$ cat src/pkg/spg_defs.vh
// Constants for the speed PI gain scheduler: register offsets, field positions and reset values.
// Assumes the including file uses the names only; no logic lives here.
`ifndef SPG_DEFS_VH
`define SPG_DEFS_VH

// ****************************************************************
// Register word offsets (byte address = offset, aligned words)
// ****************************************************************
`define SPG_ADR_P_PCT        8'h00
`define SPG_ADR_I_PCT        8'h04
`define SPG_ADR_P_BASE       8'h08
`define SPG_ADR_I_BASE       8'h0C
`define SPG_ADR_P_INUSE      8'h10
`define SPG_ADR_I_INUSE      8'h14
`define SPG_ADR_P_FILT       8'h18
`define SPG_ADR_REF0_LVL     8'h1C
`define SPG_ADR_Z_P_PCT      8'h20
`define SPG_ADR_CTRL         8'h24
`define SPG_ADR_SPD0_LVL     8'h28
`define SPG_ADR_SPD0_DLY     8'h2C
`define SPG_ADR_STATUS       8'h30
`define SPG_ADR_KP_OUT       8'h34
`define SPG_ADR_KI_OUT       8'h38

// ****************************************************************
// Control register fields
// ****************************************************************
`define SPG_CTRL_ZP_EN       0
`define SPG_CTRL_ZI_EN       1
`define SPG_CTRL_HOLD_EN     2
`define SPG_CTRL_RAMP_EN     3

// ****************************************************************
// Status register fields
// ****************************************************************
`define SPG_ST_REF0          0
`define SPG_ST_SPD0          1
`define SPG_ST_ZGAIN         2

// ****************************************************************
// Reset values and the percent divisor
// ****************************************************************
`define SPG_RST_PCT          16'h0064
`define SPG_RST_BASE         16'h0100
`define SPG_RST_ZERO16       16'h0000
`define SPG_RST_FILT         4'h0
`define SPG_RST_CTRL         4'h0
`define SPG_PCT_DIV          16'h0064

`endif

$ cat src/core/spg_zero_det.v
// Speed-near-zero detector with a qualifying delay in control ticks.
// Assumes speed magnitude and tick come from logic on the same clock.
`timescale 1ns/100ps
module spg_zero_det
#(
  parameter W  = 16,
  parameter DW = 16
)
(
  // Clock and control
  input  wire          clk_i,
  input  wire          rst_i,
  input  wire          ce_i,
  input  wire          tick_i,
  // Comparison
  input  wire [W-1:0]  spd_mag_i,
  input  wire [W-1:0]  level_i,
  input  wire [DW-1:0] delay_i,
  output reg           zero_o
);

  reg [DW-1:0] cnt_r;

  // The flag rises only after the speed stayed low for the delay (see RULE_11).
  always @(posedge clk_i)
  begin
    if (rst_i)
    begin
      cnt_r  <= {DW{1'b0}};
      zero_o <= 1'b0;
    end
    else if (ce_i && tick_i)
    begin
      if (spd_mag_i >= level_i)
      begin
        cnt_r  <= {DW{1'b0}};
        zero_o <= 1'b0;
      end
      else if (cnt_r >= delay_i)
        zero_o <= 1'b1;
      else
        cnt_r <= cnt_r + {{(DW-1){1'b0}}, 1'b1};
    end
  end
endmodule

$ cat src/core/spg_lpf.v
// First-order low-pass filter by shift: y += (x - y) >> shift, once per tick.
// Assumes signed input from the same clock; shift zero passes the input through.
`timescale 1ns/100ps
module spg_lpf
#(
  parameter W = 24
)
(
  // Clock and control
  input  wire                clk_i,
  input  wire                rst_i,
  input  wire                ce_i,
  input  wire                tick_i,
  // Data
  input  wire [3:0]          shift_i,
  input  wire signed [W-1:0] x_i,
  output reg  signed [W-1:0] y_o
);

  wire signed [W:0] diff_w;
  wire signed [W:0] step_w;

  assign diff_w = {x_i[W-1], x_i} - {y_o[W-1], y_o};
  assign step_w = diff_w >>> shift_i;

  // The time constant grows as a power of two of the tick period (see RULE_06).
  always @(posedge clk_i)
  begin
    if (rst_i)
      y_o <= {W{1'b0}};
    else if (ce_i && tick_i)
      y_o <= y_o + step_w[W-1:0];
  end
endmodule

$ cat src/core/spg_top.v
// Gain scheduler for a PI speed regulator, with a classic Wishbone register slave.
// Assumes tick, speed, references and proportional error come from logic on clk_i.
//
// Behaviour
// RULE_01 - Standard P gain is a percentage times the base P coefficient.
// RULE_02 - Standard I gain is a percentage times the base I coefficient.
// RULE_03 - Base P coefficient, A/rpm, scales every proportional percentage.
// RULE_04 - Base I coefficient, A/rpm-ms, scales every integral percentage.
// RULE_05 - Read-only in-use P and I percentages equal standard when nothing special.
// RULE_06 - Proportional action passes a low-pass filter of configurable time constant.
// RULE_07 - Reference-near-zero flag while selected reference (ramp or raw) below level.
// RULE_08 - Zero-speed P percentage applies only while its enable is on.
// RULE_09 - With zero-speed I enable, I gain zero while both flags assert.
// RULE_10 - With zero-speed I enable off, I gain stays active at standstill. Here I gain is still zero in zero-speed mode (zero-speed P enable on).
// RULE_11 - Speed-near-zero flag asserts after speed stays below level for delay.
// RULE_12 - Hold on: enter zero gains on both flags, leave when reference rises.
// RULE_13 - Hold off: zero gains need both speed and reference conditions.
// RULE_14 - Software should enable hold only with zero-speed P enable on.
// RULE_15 - Zero-speed P enable: zero-speed P and zero I while both flags assert.
// RULE_16 - Priority: bypass, zero-speed, adaptive, standard; last only if none else. Only zero-speed and standard are built here.
// RULE_17 - Selection and monitors update every control tick.
//
// The register offsets and register access over Wishbone were left to the implementer.
`timescale 1ns/100ps
`include "spg_defs.vh"
module spg_top
#(
  parameter W = 16
)
(
  // Clock, reset, enable
  input  wire              clk_i,
  input  wire              rst_i,
  input  wire              ce_i,
  // Wishbone slave
  input  wire              cyc_i,
  input  wire              stb_i,
  input  wire              we_i,
  input  wire [7:0]        adr_i,
  input  wire [3:0]        sel_i,
  input  wire [31:0]       dat_i,
  output reg  [31:0]       dat_o,
  output reg               ack_o,
  // Regulator side
  input  wire              tick_i,
  input  wire [W-1:0]      spd_mag_i,
  input  wire [W-1:0]      ref_raw_mag_i,
  input  wire [W-1:0]      ref_ramp_mag_i,
  input  wire signed [W-1:0] perr_i,
  // Gains, proportional action and flags
  output reg  [31:0]       kp_o,
  output reg  [31:0]       ki_o,
  output reg  signed [2*W+7:0] pact_o,
  output reg               ref0_o,
  output reg               spd0_o
);

  localparam PW = 2 * W + 8;

  // One-hot gain modes.
  localparam [1:0] ST_STD  = 2'b01;
  localparam [1:0] ST_ZERO = 2'b10;

  // ****************************************************************
  // Registers
  // ****************************************************************
  reg  [W-1:0] p_pct_r;
  reg  [W-1:0] i_pct_r;
  reg  [W-1:0] p_base_r;
  reg  [W-1:0] i_base_r;
  reg  [3:0]   p_filt_r;
  reg  [W-1:0] ref0_lvl_r;
  reg  [W-1:0] z_p_pct_r;
  reg  [3:0]   ctrl_r;
  reg  [W-1:0] spd0_lvl_r;
  reg  [W-1:0] spd0_dly_r;
  reg  [W-1:0] p_inuse_r;
  reg  [W-1:0] i_inuse_r;
  reg          zgain_r;
  reg  [W-1:0] p_inuse_nxt;
  reg  [W-1:0] i_inuse_nxt;
  reg          zgain_nxt;
  reg  [1:0]   st_r;
  reg  [1:0]   st_nxt;
  reg  [31:0]  rd_nxt;
  wire         spd0_w;
  wire         ref0_w;
  wire [W-1:0] ref_sel_w;
  wire [31:0]  kp_nxt;
  wire [31:0]  ki_nxt;
  wire signed [PW-1:0] praw_w;
  wire signed [PW-1:0] pfilt_w;
  wire         wr_w;
  wire         zp_en_w;
  wire         zi_en_w;
  wire         hold_en_w;
  wire         both0_w;

  // A write lands at the edge at which the master samples ack high.
  assign wr_w = cyc_i && stb_i && we_i && ack_o;

  // ****************************************************************
  // Wishbone slave: one wait state, ack for one cycle
  // ****************************************************************
  always @(posedge clk_i)
  begin
    if (rst_i)
    begin
      ack_o <= 1'b0;
      dat_o <= 32'h00000000;
    end
    else if (ce_i)
    begin
      ack_o <= cyc_i && stb_i && !ack_o;
      dat_o <= rd_nxt;
    end
  end

  // ****************************************************************
  // Register writes
  // ****************************************************************
  always @(posedge clk_i)
  begin
    if (rst_i)
    begin
      p_pct_r    <= `SPG_RST_PCT;
      i_pct_r    <= `SPG_RST_PCT;
      p_base_r   <= `SPG_RST_BASE;
      i_base_r   <= `SPG_RST_BASE;
      p_filt_r   <= `SPG_RST_FILT;
      ref0_lvl_r <= `SPG_RST_ZERO16;
      z_p_pct_r  <= `SPG_RST_ZERO16;
      ctrl_r     <= `SPG_RST_CTRL;
      spd0_lvl_r <= `SPG_RST_ZERO16;
      spd0_dly_r <= `SPG_RST_ZERO16;
    end
    else if (ce_i)
    begin
      if (wr_w && sel_i[0] && sel_i[1])
      begin
        case (adr_i)
          `SPG_ADR_P_PCT:    p_pct_r    <= dat_i[W-1:0];
          `SPG_ADR_I_PCT:    i_pct_r    <= dat_i[W-1:0];
          `SPG_ADR_P_BASE:   p_base_r   <= dat_i[W-1:0];
          `SPG_ADR_I_BASE:   i_base_r   <= dat_i[W-1:0];
          `SPG_ADR_P_FILT:   p_filt_r   <= dat_i[3:0];
          `SPG_ADR_REF0_LVL: ref0_lvl_r <= dat_i[W-1:0];
          `SPG_ADR_Z_P_PCT:  z_p_pct_r  <= dat_i[W-1:0];
          `SPG_ADR_CTRL:     ctrl_r     <= dat_i[3:0];
          `SPG_ADR_SPD0_LVL: spd0_lvl_r <= dat_i[W-1:0];
          `SPG_ADR_SPD0_DLY: spd0_dly_r <= dat_i[W-1:0];
          default:           ctrl_r     <= ctrl_r;
        endcase
      end
    end
  end

  // Unmapped addresses read zero and ignore writes; the in-use words are read only.
  always @*
  begin
    rd_nxt = 32'h00000000;
    case (adr_i)
      `SPG_ADR_P_PCT:    rd_nxt[W-1:0] = p_pct_r;
      `SPG_ADR_I_PCT:    rd_nxt[W-1:0] = i_pct_r;
      `SPG_ADR_P_BASE:   rd_nxt[W-1:0] = p_base_r;
      `SPG_ADR_I_BASE:   rd_nxt[W-1:0] = i_base_r;
      `SPG_ADR_P_INUSE:  rd_nxt[W-1:0] = p_inuse_r; // see RULE_05
      `SPG_ADR_I_INUSE:  rd_nxt[W-1:0] = i_inuse_r; // see RULE_05
      `SPG_ADR_P_FILT:   rd_nxt[3:0]   = p_filt_r;
      `SPG_ADR_REF0_LVL: rd_nxt[W-1:0] = ref0_lvl_r;
      `SPG_ADR_Z_P_PCT:  rd_nxt[W-1:0] = z_p_pct_r;
      `SPG_ADR_CTRL:     rd_nxt[3:0]   = ctrl_r;
      `SPG_ADR_SPD0_LVL: rd_nxt[W-1:0] = spd0_lvl_r;
      `SPG_ADR_SPD0_DLY: rd_nxt[W-1:0] = spd0_dly_r;
      `SPG_ADR_STATUS:   rd_nxt[2:0]   = {zgain_r, spd0_o, ref0_o};
      `SPG_ADR_KP_OUT:   rd_nxt        = kp_o;
      `SPG_ADR_KI_OUT:   rd_nxt        = ki_o;
      default:           rd_nxt        = 32'h00000000;
    endcase
  end

  // ****************************************************************
  // Near-zero detection
  // ****************************************************************
  spg_zero_det
  #(
    .W  (W),
    .DW (W)
  )
  u_spd0
  (
    .clk_i     (clk_i),
    .rst_i     (rst_i),
    .ce_i      (ce_i),
    .tick_i    (tick_i),
    .spd_mag_i (spd_mag_i),
    .level_i   (spd0_lvl_r),
    .delay_i   (spd0_dly_r),
    .zero_o    (spd0_w)
  );

  assign ref_sel_w = ctrl_r[`SPG_CTRL_RAMP_EN] ? ref_ramp_mag_i : ref_raw_mag_i; // see RULE_07
  // Strictly below the level, so a level of zero never raises the flag.
  assign ref0_w    = ref_sel_w < ref0_lvl_r; // see RULE_07

  // ****************************************************************
  // Gain selection
  // ****************************************************************
  assign zp_en_w   = ctrl_r[`SPG_CTRL_ZP_EN]; // see RULE_08
  assign zi_en_w   = ctrl_r[`SPG_CTRL_ZI_EN];
  assign hold_en_w = ctrl_r[`SPG_CTRL_HOLD_EN];
  assign both0_w   = ref0_w && spd0_w;

  // With hold on, only the reference or clearing the zero-speed P enable can end zero-speed mode, so a shaft that
  // creeps above the speed level does not bring the integral gain back.
  always @*
  begin
    st_nxt = ST_STD;
    case (st_r)
      ST_STD:
      begin
        if (zp_en_w && both0_w) // see RULE_15
          st_nxt = ST_ZERO;
      end
      ST_ZERO:
      begin
        if (zp_en_w && hold_en_w && ref0_w) // see RULE_12
          st_nxt = ST_ZERO;
        else if (zp_en_w && both0_w) // see RULE_13
          st_nxt = ST_ZERO;
      end
      default:
        st_nxt = ST_STD;
    endcase
  end

  // Bypass and adaptive sources are not built here, so zero-speed gains
  // outrank the standard settings directly.
  always @*
  begin
    zgain_nxt   = (st_nxt == ST_ZERO);
    p_inuse_nxt = p_pct_r; // see RULE_01
    i_inuse_nxt = i_pct_r; // see RULE_02
    if (zgain_nxt) // see RULE_16
    begin
      p_inuse_nxt = z_p_pct_r; // see RULE_15
      i_inuse_nxt = {W{1'b0}};
    end
    else if (zi_en_w && both0_w)
      i_inuse_nxt = {W{1'b0}}; // see RULE_09
    // With the integral enable off and outside zero-speed mode, the standard I percentage stays in force (see RULE_10).
  end

  // Percent times base over one hundred gives the engineering gain (see RULE_03, RULE_04).
  assign kp_nxt = ({16'h0000, p_inuse_r} * {16'h0000, p_base_r}) / {16'h0000, `SPG_PCT_DIV};
  assign ki_nxt = ({16'h0000, i_inuse_r} * {16'h0000, i_base_r}) / {16'h0000, `SPG_PCT_DIV};

  // Only the low bits of kp_o feed the multiplier: software keeps percent times
  // base small enough that the gain fits, trading range for a narrower product.
  assign praw_w = $signed(kp_o[W+7:0]) * perr_i;

  spg_lpf
  #(
    .W (PW)
  )
  u_plpf
  (
    .clk_i   (clk_i),
    .rst_i   (rst_i),
    .ce_i    (ce_i),
    .tick_i  (tick_i),
    .shift_i (p_filt_r),
    .x_i     (praw_w),
    .y_o     (pfilt_w)
  );

  // ****************************************************************
  // Output registers
  // ****************************************************************
  always @(posedge clk_i)
  begin
    if (rst_i)
    begin
      p_inuse_r <= `SPG_RST_PCT;
      i_inuse_r <= `SPG_RST_PCT;
      zgain_r   <= 1'b0;
      st_r      <= ST_STD;
      kp_o      <= 32'h00000000;
      ki_o      <= 32'h00000000;
      pact_o    <= {PW{1'b0}};
      ref0_o    <= 1'b0;
      spd0_o    <= 1'b0;
    end
    else if (ce_i && tick_i) // see RULE_17
    begin
      p_inuse_r <= p_inuse_nxt;
      i_inuse_r <= i_inuse_nxt;
      zgain_r   <= zgain_nxt;
      st_r      <= st_nxt;
      kp_o      <= kp_nxt;
      ki_o      <= ki_nxt;
      pact_o    <= pfilt_w; // see RULE_06
      ref0_o    <= ref0_w;
      spd0_o    <= spd0_w;
    end
  end
endmodule

$ cat config.mk
export PLATFORM = sky130hd
export DESIGN_NAME = spg_top
export DESIGN_NICKNAME = d
export VERILOG_FILES = /design/src/core/spg_zero_det.v /design/src/core/spg_lpf.v /design/src/core/spg_top.v
export VERILOG_INCLUDE_DIRS = /design/src /design/src/pkg
export SDC_FILE = /design/constraint.sdc
export NUM_CORES = 2
export LEC_CHECK = 0
export BUFFER_PORTS_ARGS = -buffer_cell sky130_fd_sc_hd__buf_2
export CAP_MARGIN = 20
export CORE_ASPECT_RATIO = 2
export CORE_UTILIZATION = 65
export CTS_CLUSTER_DIAMETER = 200
export DETAILED_ROUTE_END_ITERATION = 6
export PLACE_DENSITY = 0.9
export SYNTH_ARGS = -nofsm -noshare
export SYNTH_HDL_FRONTEND = slang
export SYNTH_SLANG_ARGS = --single-unit
$ cat constraint.sdc
create_clock -name clk_i -period 62.7 [get_ports clk_i]
set_input_delay 12.54 -clock clk_i [delete_from_list [all_inputs] [get_ports clk_i]]
set_output_delay 12.54 -clock clk_i [all_outputs]
set_load 0.005 [all_outputs]
==> results.txt <==
- Routed wirelength normalized by instance count: 25.7 um
- The total area inside the core boundary comes to roughly 94000 um2.
- Counting I/O delays and the setup requirement, the final critical path takes between 20 and 30 ns.
- After legalization and detailed placement, the total HPWL measured 161000 um.
* Max-slew violations: 0
- Once detail routing completed, the nets flagged for antenna violations numbered 0.
- First-pass iteration count of the detailed router: 7
- Buffers inserted during clock tree synthesis total 36.
* Cell at the slowest stage of the critical path: sky130_fd_sc_hd__xor2_1
- On the worst path, the slowest cell contributes a delay of 1.08 ns.
- Number of enable-type register cells in the synthesized netlist: 0
- From synthesis to final layout, the design area changed by 4.69%.
* Count of endpoints failing hold in the final timing report: 0
- Across every metal layer, demand over resource in global routing totals a little under half.
* Cell count after synthesis: 7487
- Number of buffers and inverters on the critical path: 9
- In this run the mean area of a mapped cell was ~8.3 um2.
- Die Span Y: about 440 um
- The post-route netlist has 7.98% of its cells at a drive strength greater than 1.
- Relative slew slack: 6.62%
- Among all flip-flop cells after synthesis, the most frequent one is sky130_fd_sc_hd__dfxtp_1.
- Clock root buffer: sky130_fd_sc_hd__clkbuf_16
* Share of the cycle needed by the critical path after routing: 44.0%
- For the worst flop-to-flop path, the logic depth is 74.
* DIE AREA: 96400 um2
- Transition time at the pin with the least slew margin: 1.40 ns
- For this run, the post-layout net count is 8748.
- The worst hold path begins at pact_o[6]$_SDFFE_PP0P_.
- Reg-to-reg endpoint: ki_o[1]$_SDFFE_PP0P_
- Clock latency on the worst-skew pair: around 0.71 ns
- The Yosys step of the flow raised 0 warnings.
- For this run, asynchronously set or reset flops after synthesis account for 0%.
- Critical Setup Path Class: in -> reg
- TritonCTS built the clock tree.
- DIE WIDTH: 220 um
* Capture endpoint of the worst hold path: pact_o[6]$_SDFFE_PP0P_
- Between clock sinks in the finished design, the worst skew comes to ~0.12 ns.
* Worst min-delay path class: reg -> reg
- Setup Fix Bufs, Post-CTS: 0
* Required time worst endpoint: 63.27 ns
* Top-level port count: 254
- Setup slack, reg-to-reg: 36.27 ns
- Via count of the first global-routing pass: 62500
* FILL cells: a little under 7000
* Crit path launch type: primary input
* Delay-heaviest family, CP: compound AO/OA/AOI/OAI gates
- Routability congestion estimate: roughly 1.1
* Number of storage elements in the synthesis netlist: 349
- The flow ran to the end, but the final reports show violations.
- The detailed router placed 60000 vias in this run.
* Sequential cell area fraction in the yosys report: a little under an eighth
- Arrival @ worst endpoint: 28.16 ns
* Final setup TNS: 0 ns
* Initial antenna violation count: 20
- Counting distinct cell types in the post-synthesis netlist gives 151.
- Achievable clock frequency: 36.2 MHz
- Once the floorplan was initialized, standard cells occupied 65.7% of the core.
* Wire length of the first global-routing pass: around 350000 um
* Pin count of the biggest net entering global routing: roughly 230
- The mapped netlist covers 61800 um2.
- The longest clock path from root to sink contains 3 buffers.
- Gates resized during post-CTS repair numbered 0.
- Summing all multi-input logic gate instances after layout gives approximately 50000 um2.
- Wires add up to 223000 um.
- By instance count, the cell type seen most on the critical path is sky130_fd_sc_hd__a21oi_1.
- Commonest cells after routing, fill and taps aside: 1068 x sky130_fd_sc_hd__nand2_1, 903 x sky130_fd_sc_hd__inv_1, 806 x sky130_fd_sc_hd__fa_1
- In the routed layout, each cell is associated on average with a via count of 6.91.
* Launch instance of the worst register-to-register path: i_inuse_r[5]$_SDFFE_PP1P_
- Registers take 6990 um2.
- The tool flagged a number of max-cap violations equal to 0.
* Sinks on Clock Net: 349
- The checks that failed: DRC.
- RSZ-0062 raised after global routing: no
* Number of hold buffers added after CTS: 0
- After clock tree synthesis, the clock-pin slew on the worst setup and hold paths is 0.07 ns.
- Port buffer count: about 220
- Number of setup violations in the final report: 0
- The worst hold path was traced through 2 stages.
- GRT overflow: 0
- Most common cell after layout, fill and taps aside: sky130_fd_sc_hd__nand2_1
* Std cell rows: 159
* Post-route DRC violation count: 161
* H-tree level count: 2
- For this block, the initial DRC count from the detailed router was 7053.
- Of all nets on the critical path, the largest fanout is 24.
* Worst Setup End Kind: register
cells in the mapped netlist (28+ instances only):
library cell,instances,share of area (%)
sky130_fd_sc_hd__o21a_1,36,0.44
sky130_fd_sc_hd__clkbuf_1,315,1.9
sky130_fd_sc_hd__nor3_1,125,1.0
sky130_fd_sc_hd__mux2_2,36,0.66
sky130_fd_sc_hd__nor4_1,30,0.30
sky130_fd_sc_hd__nand2_1,1069,6.5
sky130_fd_sc_hd__o21ai_0,144,1.2
sky130_fd_sc_hd__xnor2_1,175,2.5
sky130_fd_sc_hd__xor2_1,80,1.1
sky130_fd_sc_hd__o211ai_1,51,0.62
sky130_fd_sc_hd__fa_1,806,26
sky130_fd_sc_hd__dfxtp_1,349,11
sky130_fd_sc_hd__a31oi_1,48,0.49
sky130_fd_sc_hd__or3_1,34,0.34
sky130_fd_sc_hd__o21ai_1,34,0.28
sky130_fd_sc_hd__ha_1,401,8.1
sky130_fd_sc_hd__o22ai_1,28,0.28
sky130_fd_sc_hd__nand2b_1,59,0.60
sky130_fd_sc_hd__and2_1,525,5.3
sky130_fd_sc_hd__nor2_1,334,2.0
sky130_fd_sc_hd__nand3_1,89,0.72
sky130_fd_sc_hd__nand4_1,44,0.45
sky130_fd_sc_hd__a221oi_1,42,0.60
sky130_fd_sc_hd__a21o_1,89,1.1
sky130_fd_sc_hd__o21bai_1,66,0.80
sky130_fd_sc_hd__nor2b_1,29,0.29
sky130_fd_sc_hd__inv_1,903,5.5
sky130_fd_sc_hd__and3_1,36,0.36
sky130_fd_sc_hd__mux2i_1,185,3.0
sky130_fd_sc_hd__a211oi_1,104,1.3
sky130_fd_sc_hd__a21oi_1,508,4.1
sky130_fd_sc_hd__buf_4,56,0.68
sky130_fd_sc_hd__a22oi_1,40,0.49
worst max path at each step:
stage / startpoint / end / slack, ns / cells after the start
floorplan: perr_i[7] / u_plpf.y_o[39]$_SDFFE_PP0P_ / 37.97 / 68
global placement: perr_i[5] / u_plpf.y_o[39]$_SDFFE_PP0P_ / 35.97 / 69
detailed placement: perr_i[5] / u_plpf.y_o[39]$_SDFFE_PP0P_ / 35.46 / 69
CTS: perr_i[6] / u_plpf.y_o[39]$_SDFFE_PP0P_ / 35.96 / 69
global route: perr_i[2] / u_plpf.y_o[39]$_SDFFE_PP0P_ / 34.39 / 69
finish: perr_i[3] / u_plpf.y_o[39]$_SDFFE_PP0P_ / 35.11 / 72
layout make-up:
type | count | share of cell area, %
Antenna cell | 17 | 0.0657
Multi-Input combinational cell | 5820 | 76.6
Tap cell | 1207 | 2.33
Clock buffer | 40 | 1.46
Clock inverter | 24 | 0.474
Inverter | 905 | 5.25
Timing Repair Buffer | 314 | 2.98
Sequential cell | 349 | 10.8
cell families after synthesis:
kind of cell / synth area share (%)
other: 0.00607
xor gates and xnor gates: 4.01
muxes: 4.09
AOI/OAI and AO/OA: 18.2
adders and majority gates: 34.4
and+or+nand+nor: 19.3
buffers and inverters: 8.65
DFF: 11.3
registers in the layout, summed over array words and instances, names as in the netlist, 26 cells and up:
| name | count |
|---|---|
| u_plpf.y_o | 40 |
| dat_o | 26 |
| ki_o | 26 |
| kp_o | 26 |
| pact_o | 40 |
worst reg2reg max path: cells and delay by family (launching register included):
family / cells / cell delay (ns)
AOI/OAI and AO/OA: 36 / 12.24
xor gates and xnor gates: 4 / 1.79
adders and majority gates: 7 / 3.79
buffers and inverters: 5 / 0.65
DFF: 1 / 1.03
muxes: 2 / 1.05
and+or+nand+nor: 20 / 5.87
metal layers:
layer / wire length [um] / vias to the layer above / track usage (%) / share of wire (%)
li1: - / 25000 / - / -
met1: 63000 / 28400 / 44.0 / 28
met2: 101000 / 4478 / 73.7 / 45
met3: 29700 / 2088 / 23.9 / 13
met4: 29000 / 16 / 47.6 / 13
met5: 219 / - / 3.08 / 0.098
through the flow:
step           hold WS, ns  utilization, %  area (um2)  setup WS, ns  cells
5_1_grt              0.478            68.7       64700         34.39   8665
3_5_place_dp         0.443            67.1       63100         35.46   8574
4_1_cts              0.451            68.4       64400         35.96   8638
6_report             0.450            68.8       64700         35.11   8676
2_1_floorplan        0.441               -       61900         37.97   7504
3_3_place_gp         0.438            67.1       63100         35.97   8573
Power is left out: the tool's default activity adds up to more than one toggle a clock period on the data nets, which glitch-free logic cannot reach.
